[src/verilog/cpc_pkg.sv]
// Constants, types and register map of the converter protection control block.
// Assumes a single 40 MHz clock and comparator results synchronous to it.
package cpc_pkg;
  localparam int CLK_HZ          = 40_000_000;
  localparam int FSW_LF_HZ       = 60_000;
  localparam int FSW_HF_HZ       = 115_000;
  localparam int PER_LF          = CLK_HZ / FSW_LF_HZ;
  localparam int PER_HF          = CLK_HZ / FSW_HF_HZ;
  localparam int DMAX_PCT        = 75;
  localparam int OVL_TIME_MS     = 50;
  localparam int OVL_TERM_LF     = OVL_TIME_MS * (FSW_LF_HZ / 1000);
  localparam int OVL_TERM_HF     = OVL_TIME_MS * (FSW_HF_HZ / 1000);
  localparam int RESTART_TIME_S  = 1;
  localparam int RESTART_CLKS    = RESTART_TIME_S * CLK_HZ;
  localparam int SS_TIME_US      = 8500;
  localparam int SS_CLKS         = SS_TIME_US * (CLK_HZ / 1_000_000);
  localparam int LIM_R_OPEN_KOHM = 80;
  localparam int I_LIM_DEF_MA    = 700;
  localparam int I_LIM_BURST_MA  = 145;
  localparam int BURST_EXIT_CYC  = 16;

  localparam int LIM_W = 8;
  localparam int CYC_W = 10;
  localparam int OVL_W = 13;
  localparam int RST_W = 26;
  localparam int SSD_W = 19;
  localparam int BQ_W  = 5;

  localparam logic [LIM_W-1:0] LIM_DEF_CODE   = 8'hFF;
  localparam logic [LIM_W-1:0] LIM_BURST_CODE = LIM_W'(I_LIM_BURST_MA * 255 / I_LIM_DEF_MA);

  localparam logic [3:0] OFS_CTRL   = 4'h0;
  localparam logic [3:0] OFS_STATUS = 4'h4;
  localparam logic [3:0] OFS_OVL    = 4'h8;
  localparam logic [3:0] OFS_LIMIT  = 4'hC;
  localparam int CTRL_EN_BIT = 0;
  localparam int CTRL_HF_BIT = 1;

  typedef enum logic [1:0] {MODE_OFF, MODE_RUN, MODE_WAIT} cpc_mode_t;

  typedef struct packed {
    logic             pwm_trip;
    logic             ocp_trip;
    logic             comp_below_burst;
    logic             comp_above_hys;
    logic             comp_above_sat;
    logic             fb_grounded;
    logic             fb_floating;
    logic             limit_open;
    logic             clamp_over;
    logic [LIM_W-1:0] sink_code;
  } cpc_sense_t;

  typedef struct packed {
    cpc_mode_t        mode;
    logic             en;
    logic             hf;
    logic [CYC_W-1:0] cyc;
    logic             gate;
    logic             limit_seen;
    logic             burst_hold;
    logic             burst_regime;
    logic [BQ_W-1:0]  burst_quiet;
    logic [OVL_W-1:0] ovl;
    logic             ovl_trip;
    logic             ol_fault;
    logic [RST_W-1:0] rst_cnt;
    logic [LIM_W-1:0] ss_level;
    logic [SSD_W-1:0] ss_div;
    logic [LIM_W-1:0] limit_set_input;
    logic             err_amp_en;
    logic             int_ref_en;
    logic             fb_pullup;
    logic             wreq;
    logic [31:0]      rdata;
  } cpc_state_t;
endpackage

[src/verilog/cpc_top.sv]
// Switching control and protection of an off-line PWM converter, with Avalon-MM registers.
// Assumes comparator results arrive synchronous to clk_i; limit_code_o feeds the overcurrent DAC.
module cpc_top
  import cpc_pkg::*;
#(
  parameter int RESTART_CLKS_P = RESTART_CLKS,
  parameter int SS_CLKS_P      = SS_CLKS
) (
  input  wire logic             clk_i,
  input  wire logic             resetn_i,
  input  wire logic             ce_i,
  input  wire cpc_sense_t       sense_i,
  input  wire logic [3:0]       address_i,
  input  wire logic             read_i,
  input  wire logic             write_i,
  input  wire logic [31:0]      writedata_i,
  input  wire logic [3:0]       byteenable_i,
  output logic [31:0]           readdata_o,
  output logic                  waitrequest_o,
  output logic                  gate_on_o,
  output logic [LIM_W-1:0]      limit_code_o,
  output logic                  err_amp_en_o,
  output logic                  int_ref_en_o,
  output logic                  fb_pullup_en_o
);
  localparam int SS_STEP = (SS_CLKS_P / 256 < 1) ? 1 : SS_CLKS_P / 256;

  cpc_state_t st;
  cpc_state_t next_st;
  logic       tick;
  logic       seen;
  logic       limit_now;

  function automatic logic [CYC_W-1:0] period_m1(input logic hf);
    return hf ? CYC_W'(PER_HF - 1) : CYC_W'(PER_LF - 1);
  endfunction

  function automatic logic [CYC_W-1:0] dmax_cyc(input logic hf);
    return hf ? CYC_W'(PER_HF * DMAX_PCT / 100) : CYC_W'(PER_LF * DMAX_PCT / 100);
  endfunction

  function automatic logic [OVL_W-1:0] ovl_term(input logic hf);
    return hf ? OVL_W'(OVL_TERM_HF) : OVL_W'(OVL_TERM_LF);
  endfunction

  function automatic logic [LIM_W-1:0] min_code(input logic [LIM_W-1:0] a, input logic [LIM_W-1:0] b);
    return (a < b) ? a : b;
  endfunction

  // Sunk current lowers the limit one code per code; resistor above the open level reads as open.
  function automatic logic [LIM_W-1:0] lim_target(input logic open, input logic [LIM_W-1:0] sink);
    return open ? LIM_DEF_CODE : LIM_W'(LIM_DEF_CODE - sink);
  endfunction

  always_comb begin
    next_st   = st;
    tick      = (st.cyc >= period_m1(st.hf));
    limit_now = st.gate & sense_i.ocp_trip;
    seen      = st.limit_seen | limit_now;
    if (ce_i) begin
      // Bus slave: one wait cycle, then the access completes
      next_st.wreq = ~((read_i | write_i) & st.wreq);
      if (read_i & st.wreq) begin
        unique case (address_i)
          OFS_CTRL:   next_st.rdata = {30'h0000_0000, st.hf, st.en};
          OFS_STATUS: next_st.rdata = {23'h00_0000, st.mode == MODE_WAIT, st.ss_level != LIM_DEF_CODE,
                                       st.ol_fault, st.ovl_trip, st.int_ref_en, st.burst_regime,
                                       st.burst_hold, st.gate, st.mode == MODE_RUN};
          OFS_OVL:    next_st.rdata = {19'h0_0000, st.ovl};
          OFS_LIMIT:  next_st.rdata = {24'h00_0000, st.limit_set_input};
          default:    next_st.rdata = 32'h0000_0000;
        endcase
      end
      if (write_i & ~st.wreq & (address_i == OFS_CTRL) & byteenable_i[0]) begin
        next_st.en = writedata_i[CTRL_EN_BIT];
        next_st.hf = writedata_i[CTRL_HF_BIT];
      end

      next_st.err_amp_en = ~sense_i.fb_grounded;
      next_st.int_ref_en = sense_i.fb_grounded;
      next_st.fb_pullup  = 1'b1;

      next_st.cyc = tick ? '0 : CYC_W'(st.cyc + 1'b1);

      if (sense_i.comp_below_burst) begin
        next_st.burst_hold   = 1'b1;
        next_st.burst_regime = 1'b1;
        next_st.burst_quiet  = '0;
      end else if (sense_i.comp_above_hys) begin
        next_st.burst_hold = 1'b0;
      end
      // Burst limit stays until a run of cycles with no burst entry
      if (tick & st.burst_regime & ~st.burst_hold & ~sense_i.comp_below_burst) begin
        next_st.burst_quiet = BQ_W'(st.burst_quiet + 1'b1);
        if (st.burst_quiet == BQ_W'(BURST_EXIT_CYC - 1)) begin
          next_st.burst_regime = 1'b0;
        end
      end

      next_st.limit_set_input = min_code(st.burst_regime ? min_code(lim_target(sense_i.limit_open, sense_i.sink_code),
                                                        LIM_BURST_CODE)
                                             : lim_target(sense_i.limit_open, sense_i.sink_code),
                             st.ss_level);

      if (st.mode == MODE_RUN && st.ss_level != LIM_DEF_CODE) begin
        next_st.ss_div = SSD_W'(st.ss_div + 1'b1);
        if (st.ss_div >= SSD_W'(SS_STEP - 1)) begin
          next_st.ss_div   = '0;
          next_st.ss_level = LIM_W'(st.ss_level + 1'b1);
        end
      end

      // Saturated compensation cannot end the pulse; the limit or the maximum duty cycle does
      if (st.gate & sense_i.pwm_trip & ~sense_i.comp_above_sat) begin
        next_st.gate = 1'b0;
      end
      if (limit_now) begin
        next_st.gate       = 1'b0;
        next_st.limit_seen = 1'b1;
      end
      if (st.cyc == dmax_cyc(st.hf)) begin
        next_st.gate = 1'b0;
      end

      unique case (st.mode)
        MODE_OFF: begin
          next_st.gate = 1'b0;
          if (st.en) begin
            next_st.mode     = MODE_RUN;
            next_st.ss_level = '0;
            next_st.ss_div   = '0;
            next_st.ovl      = '0;
          end
        end
        MODE_RUN: begin
          if (tick) begin
            next_st.limit_seen = 1'b0;
            if (seen) begin
              if (st.ovl != ovl_term(st.hf)) begin
                next_st.ovl = OVL_W'(st.ovl + 1'b1);
              end
            end else if (st.ovl != '0) begin
              next_st.ovl = OVL_W'(st.ovl - 1'b1);
            end
            next_st.gate = ~st.burst_hold & ~sense_i.comp_below_burst & ~sense_i.fb_floating;
          end
          if (tick & seen & (st.ovl >= OVL_W'(ovl_term(st.hf) - 1'b1))) begin
            next_st.mode     = MODE_WAIT;
            next_st.ovl_trip = 1'b1;
            next_st.gate     = 1'b0;
            next_st.rst_cnt  = RST_W'(RESTART_CLKS_P - 1);
          end
          if (limit_now & sense_i.clamp_over) begin
            next_st.mode     = MODE_WAIT;
            next_st.ol_fault = 1'b1;
            next_st.gate     = 1'b0;
            next_st.rst_cnt  = RST_W'(RESTART_CLKS_P - 1);
          end
          if (~st.en) begin
            next_st.mode = MODE_OFF;
            next_st.gate = 1'b0;
          end
        end
        MODE_WAIT: begin
          next_st.gate = 1'b0;
          next_st.rst_cnt = RST_W'(st.rst_cnt - 1'b1);
          if (st.rst_cnt == '0) begin
            next_st.mode       = st.en ? MODE_RUN : MODE_OFF;
            next_st.ss_level   = '0;
            next_st.ss_div     = '0;
            next_st.ovl        = '0;
            next_st.limit_seen = 1'b0;
            next_st.ovl_trip   = 1'b0;
            next_st.ol_fault   = 1'b0;
          end
        end
      endcase

      // Held off at once in burst or with a floating feedback
      if (sense_i.comp_below_burst | st.burst_hold | sense_i.fb_floating) begin
        next_st.gate = 1'b0;
      end
    end
  end

  always_ff @(posedge clk_i or negedge resetn_i) begin
    if (!resetn_i) begin
      st            <= '0;
      st.mode       <= MODE_OFF;
      st.wreq       <= 1'b1;
      st.err_amp_en <= 1'b1;
    end else begin
      st <= next_st;
    end
  end

  assign readdata_o     = st.rdata;
  assign waitrequest_o  = st.wreq;
  assign gate_on_o      = st.gate;
  assign limit_code_o   = st.limit_set_input;
  assign err_amp_en_o   = st.err_amp_en;
  assign int_ref_en_o   = st.int_ref_en;
  assign fb_pullup_en_o = st.fb_pullup;
endmodule

[config.mk]
export PLATFORM = sky130hd
export DESIGN_NAME = cpc_top
export DESIGN_NICKNAME = d
export VERILOG_FILES = /design/src/verilog/cpc_pkg.sv /design/src/verilog/cpc_top.sv
export SDC_FILE = /design/constraint.sdc
export NUM_CORES = 1
export LEC_CHECK = 0
export BUFFER_PORTS_ARGS = -buffer_cell sky130_fd_sc_hd__buf_2
export CAP_MARGIN = 10
export CORE_MARGIN = 3
export CORE_UTILIZATION = 44
export DETAILED_ROUTE_END_ITERATION = 7
export GPL_TIMING_DRIVEN = 0
export PLACE_DENSITY_LB_ADDON = 0.1
export SYNTH_ARGS = -nofsm -noshare
export SYNTH_HDL_FRONTEND = slang
export SYNTH_SLANG_ARGS = --single-unit
[constraint.sdc]
create_clock -name clk_i -period 4.2 [get_ports clk_i]
set_input_delay 0 -clock clk_i [delete_from_list [all_inputs] [get_ports clk_i]]
set_output_delay 0 -clock clk_i [all_outputs]
set_load 0.01 [all_outputs]
==> metrics.csv, run 1 <==
metric;value;unit
Relative slew margins;43.9;%
Peak VDD IR;0.000281;V
ant diodes;0;
PnR worst setup slack;0.358;ns
Top Ports;107;
drt pass-1 iters;5;
Post-Place Cells;1125;
pin count of the biggest net entering global routing;65;
Synth Cell Area;7460;um^2
hold_ws;0.0209;ns
fmax;0.260;GHz
area of the multi-input gates;4100;um^2
H-tree levels;4;
Synth Flop Type;dfrtp_1;
Final GP Congestion;0.906;
Power, Total;4.18;mW
Core Area;16200;um^2
die area;18500;um^2
leak pwr;3.93;nW
status;finished clean;
final setup fails;0;
Final Hold Fails;0;
placement row count;46;
Largest delay share family, worst path;compound AO/OA/AOI/OAI gates;
via count;6740;
fin area;8920;um^2
Startpoint Class;flip-flop;
Syn Inst Count;836;
die height;136;um
CTS tree;yes;
Fin Setup TNS;0;ns
grt ovf;0;
DRC violations left;0;
final net count;1049;
Unique masters post-synth;73;
dpl hpwl;15000;um
clock buffer depth;2;
WS Path Type;flip-flop to flip-flop;
Critical path origin;st[131]$_DFFE_PN0P_;
layout cell share with drive strength beyond 1;16.8;%
DR vias/cell;5.74;
count of flip-flops with a built-in enable after synthesis;0;
R2R Setup Slk;0.36;ns
total CTS buffers;17;
R2R cell count;10;
synthesized flop and latch total;116;
WL per Instance;17.5;um
crit-path cells;inv_1 -> ha_1 -> nand2b_1 -> a2111oi_0 -> o21ai_0 -> a311o_1 -> nand3_1 -> clkbuf_1 -> o21ai_0 -> a21oi_1;
Critical Path AT;4.19;ns
minimum clock period;3.84;ns
CP dominant cell by count;o21ai_0;
total track usage;22.9;%
PwrDens;468;nW/um^2
DIE WIDTH;136;um
syn avg cell area;8.92;um^2
Port Buf Inserts;53;
starting density of the core;45.9;%
final period utilization;91.5;%
setup repair bufs after CTS;0;
overall routed net length;20600;um
Seq. cell area;2910;um^2
utilization after layout;54.9;%
critical path endpoint;st[82]$_DFFE_PN0P_;
DP Worst Slack;0.373;ns
max-slew violation count;0;
worst slew pin tran;0.835;ns
Async SR Flop Fraction;100;%
RR Endpoint;st[82]$_DFFE_PN0P_;
placed cell area;8110;um^2
# fillers;1496;
unrepaired setup endpoints after global routing;no;
Req. time, crit path;4.55;ns
CTS root buf;clkbuf_16;
Worst Path Buf+Inv;2;
Area growth syn-to-layout;19.6;%
initial antenna violation count;0;
first-pass GRT wire length;33700;um
Finished Layout Cells;1174;
vias in the first global route;6539;
drt initial violations;401;
Max Cap Viol;0;
Worst R2R Start;st[131]$_DFFE_PN0P_;
YS warnings;0;
WP depth;10;
HP Class;primary input to flip-flop;
Setup crit end kind;flip-flop;
Worst-path clk slew;0.06;ns
Crit path largest cell delay;0.67;ns
final antenna-violating net count;0;
Slowest-stage cell, CP;dfrtp_1;
commonest non-fill, non-tap cell in the layout;dfrtp_1;
Sink Count;116;
clk_lat worst skew;0.43;ns
Fin Clk Skew;0.0107;ns
most frequent cells in the layout;dfrtp_1 (114), nor2_1 (79), nand2_1 (79);
sequential area share after synthesis;39.0;%
crit-path max FO;12;
-- registers in the layout, summed over array words and instances (netlist names) --
| name | count |
|---|---|
| int_ref_en_o | 1 |
| waitrequest_o | 1 |
| readdata_o | 13 |
| limit_code_o | 8 |
| st | 90 |
| fb_pullup_en_o | 1 |
| err_amp_en_o | 1 |
| gate_on_o | 1 |
-- metal layers --
layer | routed length, um | GRT usage (%)
met1 | 9510 | 31.8
met2 | 9530 | 35.9
met3 | 1230 | 5.51
met5 | 0 | 0
met4 | 311 | 6.44
-- worst min path at each step --
stage,depth (start not counted),start,end
after CTS,3,address_i[1],readdata_o[10]$_DFFE_PN0P_
after floorplan,0,resetn_i,fb_pullup_en_o$_DFFE_PN0P_
after global placement,2,sense_i[11],err_amp_en_o$_DFFE_PN1P_
final,4,sense_i[8],gate_on_o$_DFFE_PN0P_
after global routing,3,address_i[1],readdata_o[11]$_DFFE_PN0P_
after detailed placement,1,resetn_i,st[106]$_DFFE_PN0P_
-- where the power goes --
| part | switching, mW | internal (mW) |
|---|---|---|
| Clock | 0.550 | 1.02 |
| Sequential | 0.165 | 1.23 |
| Combinational | 0.710 | 0.500 |
-- synthesized netlist by cell type (11+ instances only) --
| cell type | instances | area, um^2 |
|---|---|---|
| nand3_1 | 27 | 135 |
| nor2_1 | 79 | 297 |
| a21oi_1 | 54 | 270 |
| nor3_1 | 19 | 95.1 |
| buf_4 | 40 | 300 |
| xnor2_1 | 14 | 123 |
| inv_1 | 32 | 120 |
| dfrtp_1 | 114 | 2850 |
| nor4_1 | 11 | 68.8 |
| a22oi_1 | 11 | 82.6 |
| ha_1 | 41 | 513 |
| nand2_1 | 79 | 297 |
| clkbuf_1 | 24 | 90.1 |
| a22o_1 | 20 | 175 |
| nor2b_1 | 11 | 68.8 |
| o21ai_0 | 60 | 300 |
| nand4_1 | 12 | 75.1 |
-- worst min-delay path, cell delays in order --
cell and delay, ns:
buf_2 0.10, nand3_1 0.13, nand4_1 0.10, a21oi_1 0.06
-- cell families (layout without fill, tap and decap cells) --
group / count (synthesis) / count (layout) / share of synthesized area [%]
XOR/XNOR: 21 / 21 / 2.47
flip-flops: 116 / 116 / 39.0
adder cells (fa/ha/maj): 42 / 42 / 7.15
multiplexers: 14 / 14 / 2.42
buffers and inverters: 99 / 203 / 7.11
AND/OR/NAND/NOR: 311 / 311 / 21.0
other: 1 / 19 / 0.0503
AO/OA/AOI/OAI: 232 / 232 / 20.9
-- layout make-up --
cell class	count	share of cell area [%]
Multi-Input combinational cell	639	45.9
Sequential cell	116	32.6
Timing Repair Buffer	72	5.39
Clock buffer	20	5.12
Buffer	67	4.62
Tap cell	216	3.03
Clock inverter	12	2.01
Inverter	32	1.35
-- repair_timing --
item                                   in CTS  in global routing
endpoints found under the hold margin      78                  0
hold buffers                               17                  0
setup endpoints to repair                   0                  4
resized for setup                           0                  2
Note: power is estimated with default switching activity, not from simulation.
==> run 2: changes to the inputs <==
- GPL_TIMING_DRIVEN: 0 -> default
==> run 2 against run 1 <==
Cell count down 4.9%. Flip-flop and latch count unchanged. Hold slack gained 0.0080 ns. Largest power group unchanged. Total power fell by 0.23%. Global-route usage down 0.71 points. Critical path depth did not move. Sequential power hardly changed. Combinational power down 6%. Clock power is 3% higher. Critical endpoint is now st[89]$_DFFE_PN0P_. Clock skew fell by 0.00087 ns.
==> metrics.csv, run 2 (synthesis gave the netlist of run 1 again) <==
metric;value;unit;change
Startpoint Class;flip-flop;;
WS Path Type;flip-flop to flip-flop;;
R2R cell count;10;;unchanged
# fillers;1510;;+0.94%
Fin Setup TNS;0;ns;unchanged
WL per Instance;17.7;um;+0.82%
CTS root buf;clkbuf_16;;
Worst R2R Start;st[131]$_DFFE_PN0P_;;
Seq. cell area;2910;um^2;unchanged
Peak VDD IR;0.000353;V;+26%
Port Buf Inserts;54;;+1.9%
critical path endpoint;st[89]$_DFFE_PN0P_;;
R2R Setup Slk;0.71;ns;+0.35 ns
Core Area;16200;um^2;unchanged
Top reg by flops;st;;
final antenna-violating net count;0;;unchanged
pin count of the biggest net entering global routing;59;;-9.2%
clk_lat worst skew;0.42;ns;about the same
max-slew violation count;0;;unchanged
final setup fails;0;;unchanged
WP depth;10;;unchanged
H-tree levels;4;;unchanged
drt pass-1 iters;5;;unchanged
Final GP Congestion;0.897;;-1.1%
Fin Clk Skew;0.00983;ns;-0.000871 ns
dpl hpwl;14000;um;-7.0%
fin area;8560;um^2;-4.1%
commonest non-fill, non-tap cell in the layout;dfrtp_1;;
Critical Path AT;3.79;ns;-0.40 ns
layout cell share with drive strength beyond 1;13.7;%;-3.1 points
Largest register FFs;90;;unchanged
first-pass GRT wire length;32600;um;-3.1%
DRC violations left;0;;unchanged
leak pwr;3.73;nW;-5.1%
Critical path origin;st[131]$_DFFE_PN0P_;;
fmax;0.287;GHz;+10%
Largest delay share family, worst path;compound AO/OA/AOI/OAI gates;;
clock buffer depth;2;;unchanged
area of the multi-input gates;4090;um^2;-0.15%
ant diodes;0;;unchanged
utilization after layout;52.7;%;-2.2 points
via count;6527;;-3.2%
Max Cap Viol;0;;unchanged
crit-path max FO;29;;+17
Req. time, crit path;4.50;ns;-0.05 ns
Relative slew margins;47.9;%;+4.0 points
Sink Count;116;;unchanged
placement row count;46;;unchanged
Setup crit end kind;flip-flop;;
die area;18500;um^2;unchanged
DIE WIDTH;136;um;unchanged
Area growth syn-to-layout;14.7;%;
final net count;991;;-5.5%
Top Ports;107;;unchanged
drt initial violations;541;;+35%
final period utilization;83.1;%;-8.4 points
HP Class;primary input to flip-flop;;
CTS tree;yes;;
Worst Path Buf+Inv;2;;unchanged
Crit path largest cell delay;0.63;ns;-0.04 ns
Worst-path clk slew;0.06;ns;about the same
initial antenna violation count;0;;unchanged
grt ovf;0;;unchanged
DR vias/cell;5.85;;+1.9%
Final Hold Fails;0;;unchanged
starting density of the core;45.9;%;unchanged
Resize count post-CTS;0;;unchanged
die height;136;um;unchanged
setup repair bufs after CTS;0;;unchanged
crit-path cells;inv_1 -> ha_1 -> nand2b_1 -> a2111oi_0 -> o21ai_0 -> a311o_1 -> nand3_1 -> buf_4 -> o21ai_0 -> a22o_1;;
minimum clock period;3.49;ns;-0.353 ns
overall routed net length;19700;um;-4.2%
placed cell area;7730;um^2;-4.6%
vias in the first global route;6376;;-2.5%
most frequent cells in the layout;dfrtp_1 (114), nor2_1 (79), nand2_1 (79);;
status;finished clean;;
unrepaired setup endpoints after global routing;no;;
worst slew pin tran;0.771;ns;-0.0643 ns
total CTS buffers;17;;unchanged
CP dominant cell by count;o21ai_0;;
PwrDens;487;nW/um^2;+4.0%
RR Endpoint;st[89]$_DFFE_PN0P_;;
Slowest-stage cell, CP;dfrtp_1;;
total track usage;22.2;%;-0.71 points
run 2: power by group:
group	total [mW]	leakage (nW)	switching [mW]	internal [mW]
Clock	1.62	0.315	0.523	1.10
Sequential	1.40	1.46	0.170	1.23
Combinational	1.14	1.95	0.678	0.465
run 2: worst reg2reg max path: stages, from the launching register on:
cell	delay [ns]
dfrtp_1	0.63
inv_1	0.31
ha_1	0.36
nand2b_1	0.14
a2111oi_0	0.50
o21ai_0	0.26
a311o_1	0.42
nand3_1	0.10
buf_4	0.30
o21ai_0	0.16
a22o_1	0.19
run 2: metrics by stage:
| stage | instances | hold slack, ns | power [mW] | worst slack, ns |
|---|---|---|---|---|
| CTS | 1116 | 0.00331 | 4.18 | 0.752 |
| finish | 1116 | 0.0289 | 4.17 | 0.711 |
| floorplan | 854 | -0.296 | 2.22 | 1.25 |
| detailed placement | 1067 | 0.132 | 2.52 | 0.773 |
| global placement | 1067 | 0.121 | 2.48 | 0.833 |
| global route | 1116 | 0.0314 | 4.39 | 0.454 |
run 2: what timing repair did:
| item | CTS | global route |
|---|---|---|
| endpoints found under the hold margin | 70 | 0 |
| hold buffers | 17 | 0 |
| setup endpoints to repair | 0 | 0 |
run 2: area by class of cell:
| class | instances | share of cell area (%) |
|---|---|---|
| inverter | 32 | 1.40 |
| tap | 216 | 3.16 |
| multi-input combinational | 639 | 47.8 |
| timing repair buffer | 81 | 6.05 |
| clock buffer | 24 | 5.63 |
| sequential | 116 | 34.0 |
| clock inverter | 8 | 2.00 |
run 2: routing by layer:
layer | wire length, um | GRT usage, %
met4 | 382 | 7.45
met3 | 1050 | 4.29
met2 | 9270 | 35.8
met5 | 0 | 0
met1 | 9030 | 30.0
run 2: worst min path at each step:
stage / from / end / slack (ns) / cells after the start
floorplan: resetn_i / fb_pullup_en_o$_DFFE_PN0P_ / -0.30 / 0
global placement: resetn_i / readdata_o[9]$_DFFE_PN0P_ / 0.12 / 1
detailed placement: resetn_i / readdata_o[10]$_DFFE_PN0P_ / 0.13 / 1
CTS: sense_i[8] / gate_on_o$_DFFE_PN0P_ / 0.003 / 4
global route: address_i[1] / readdata_o[12]$_DFFE_PN0P_ / 0.03 / 3
finish: sense_i[8] / gate_on_o$_DFFE_PN0P_ / 0.03 / 4
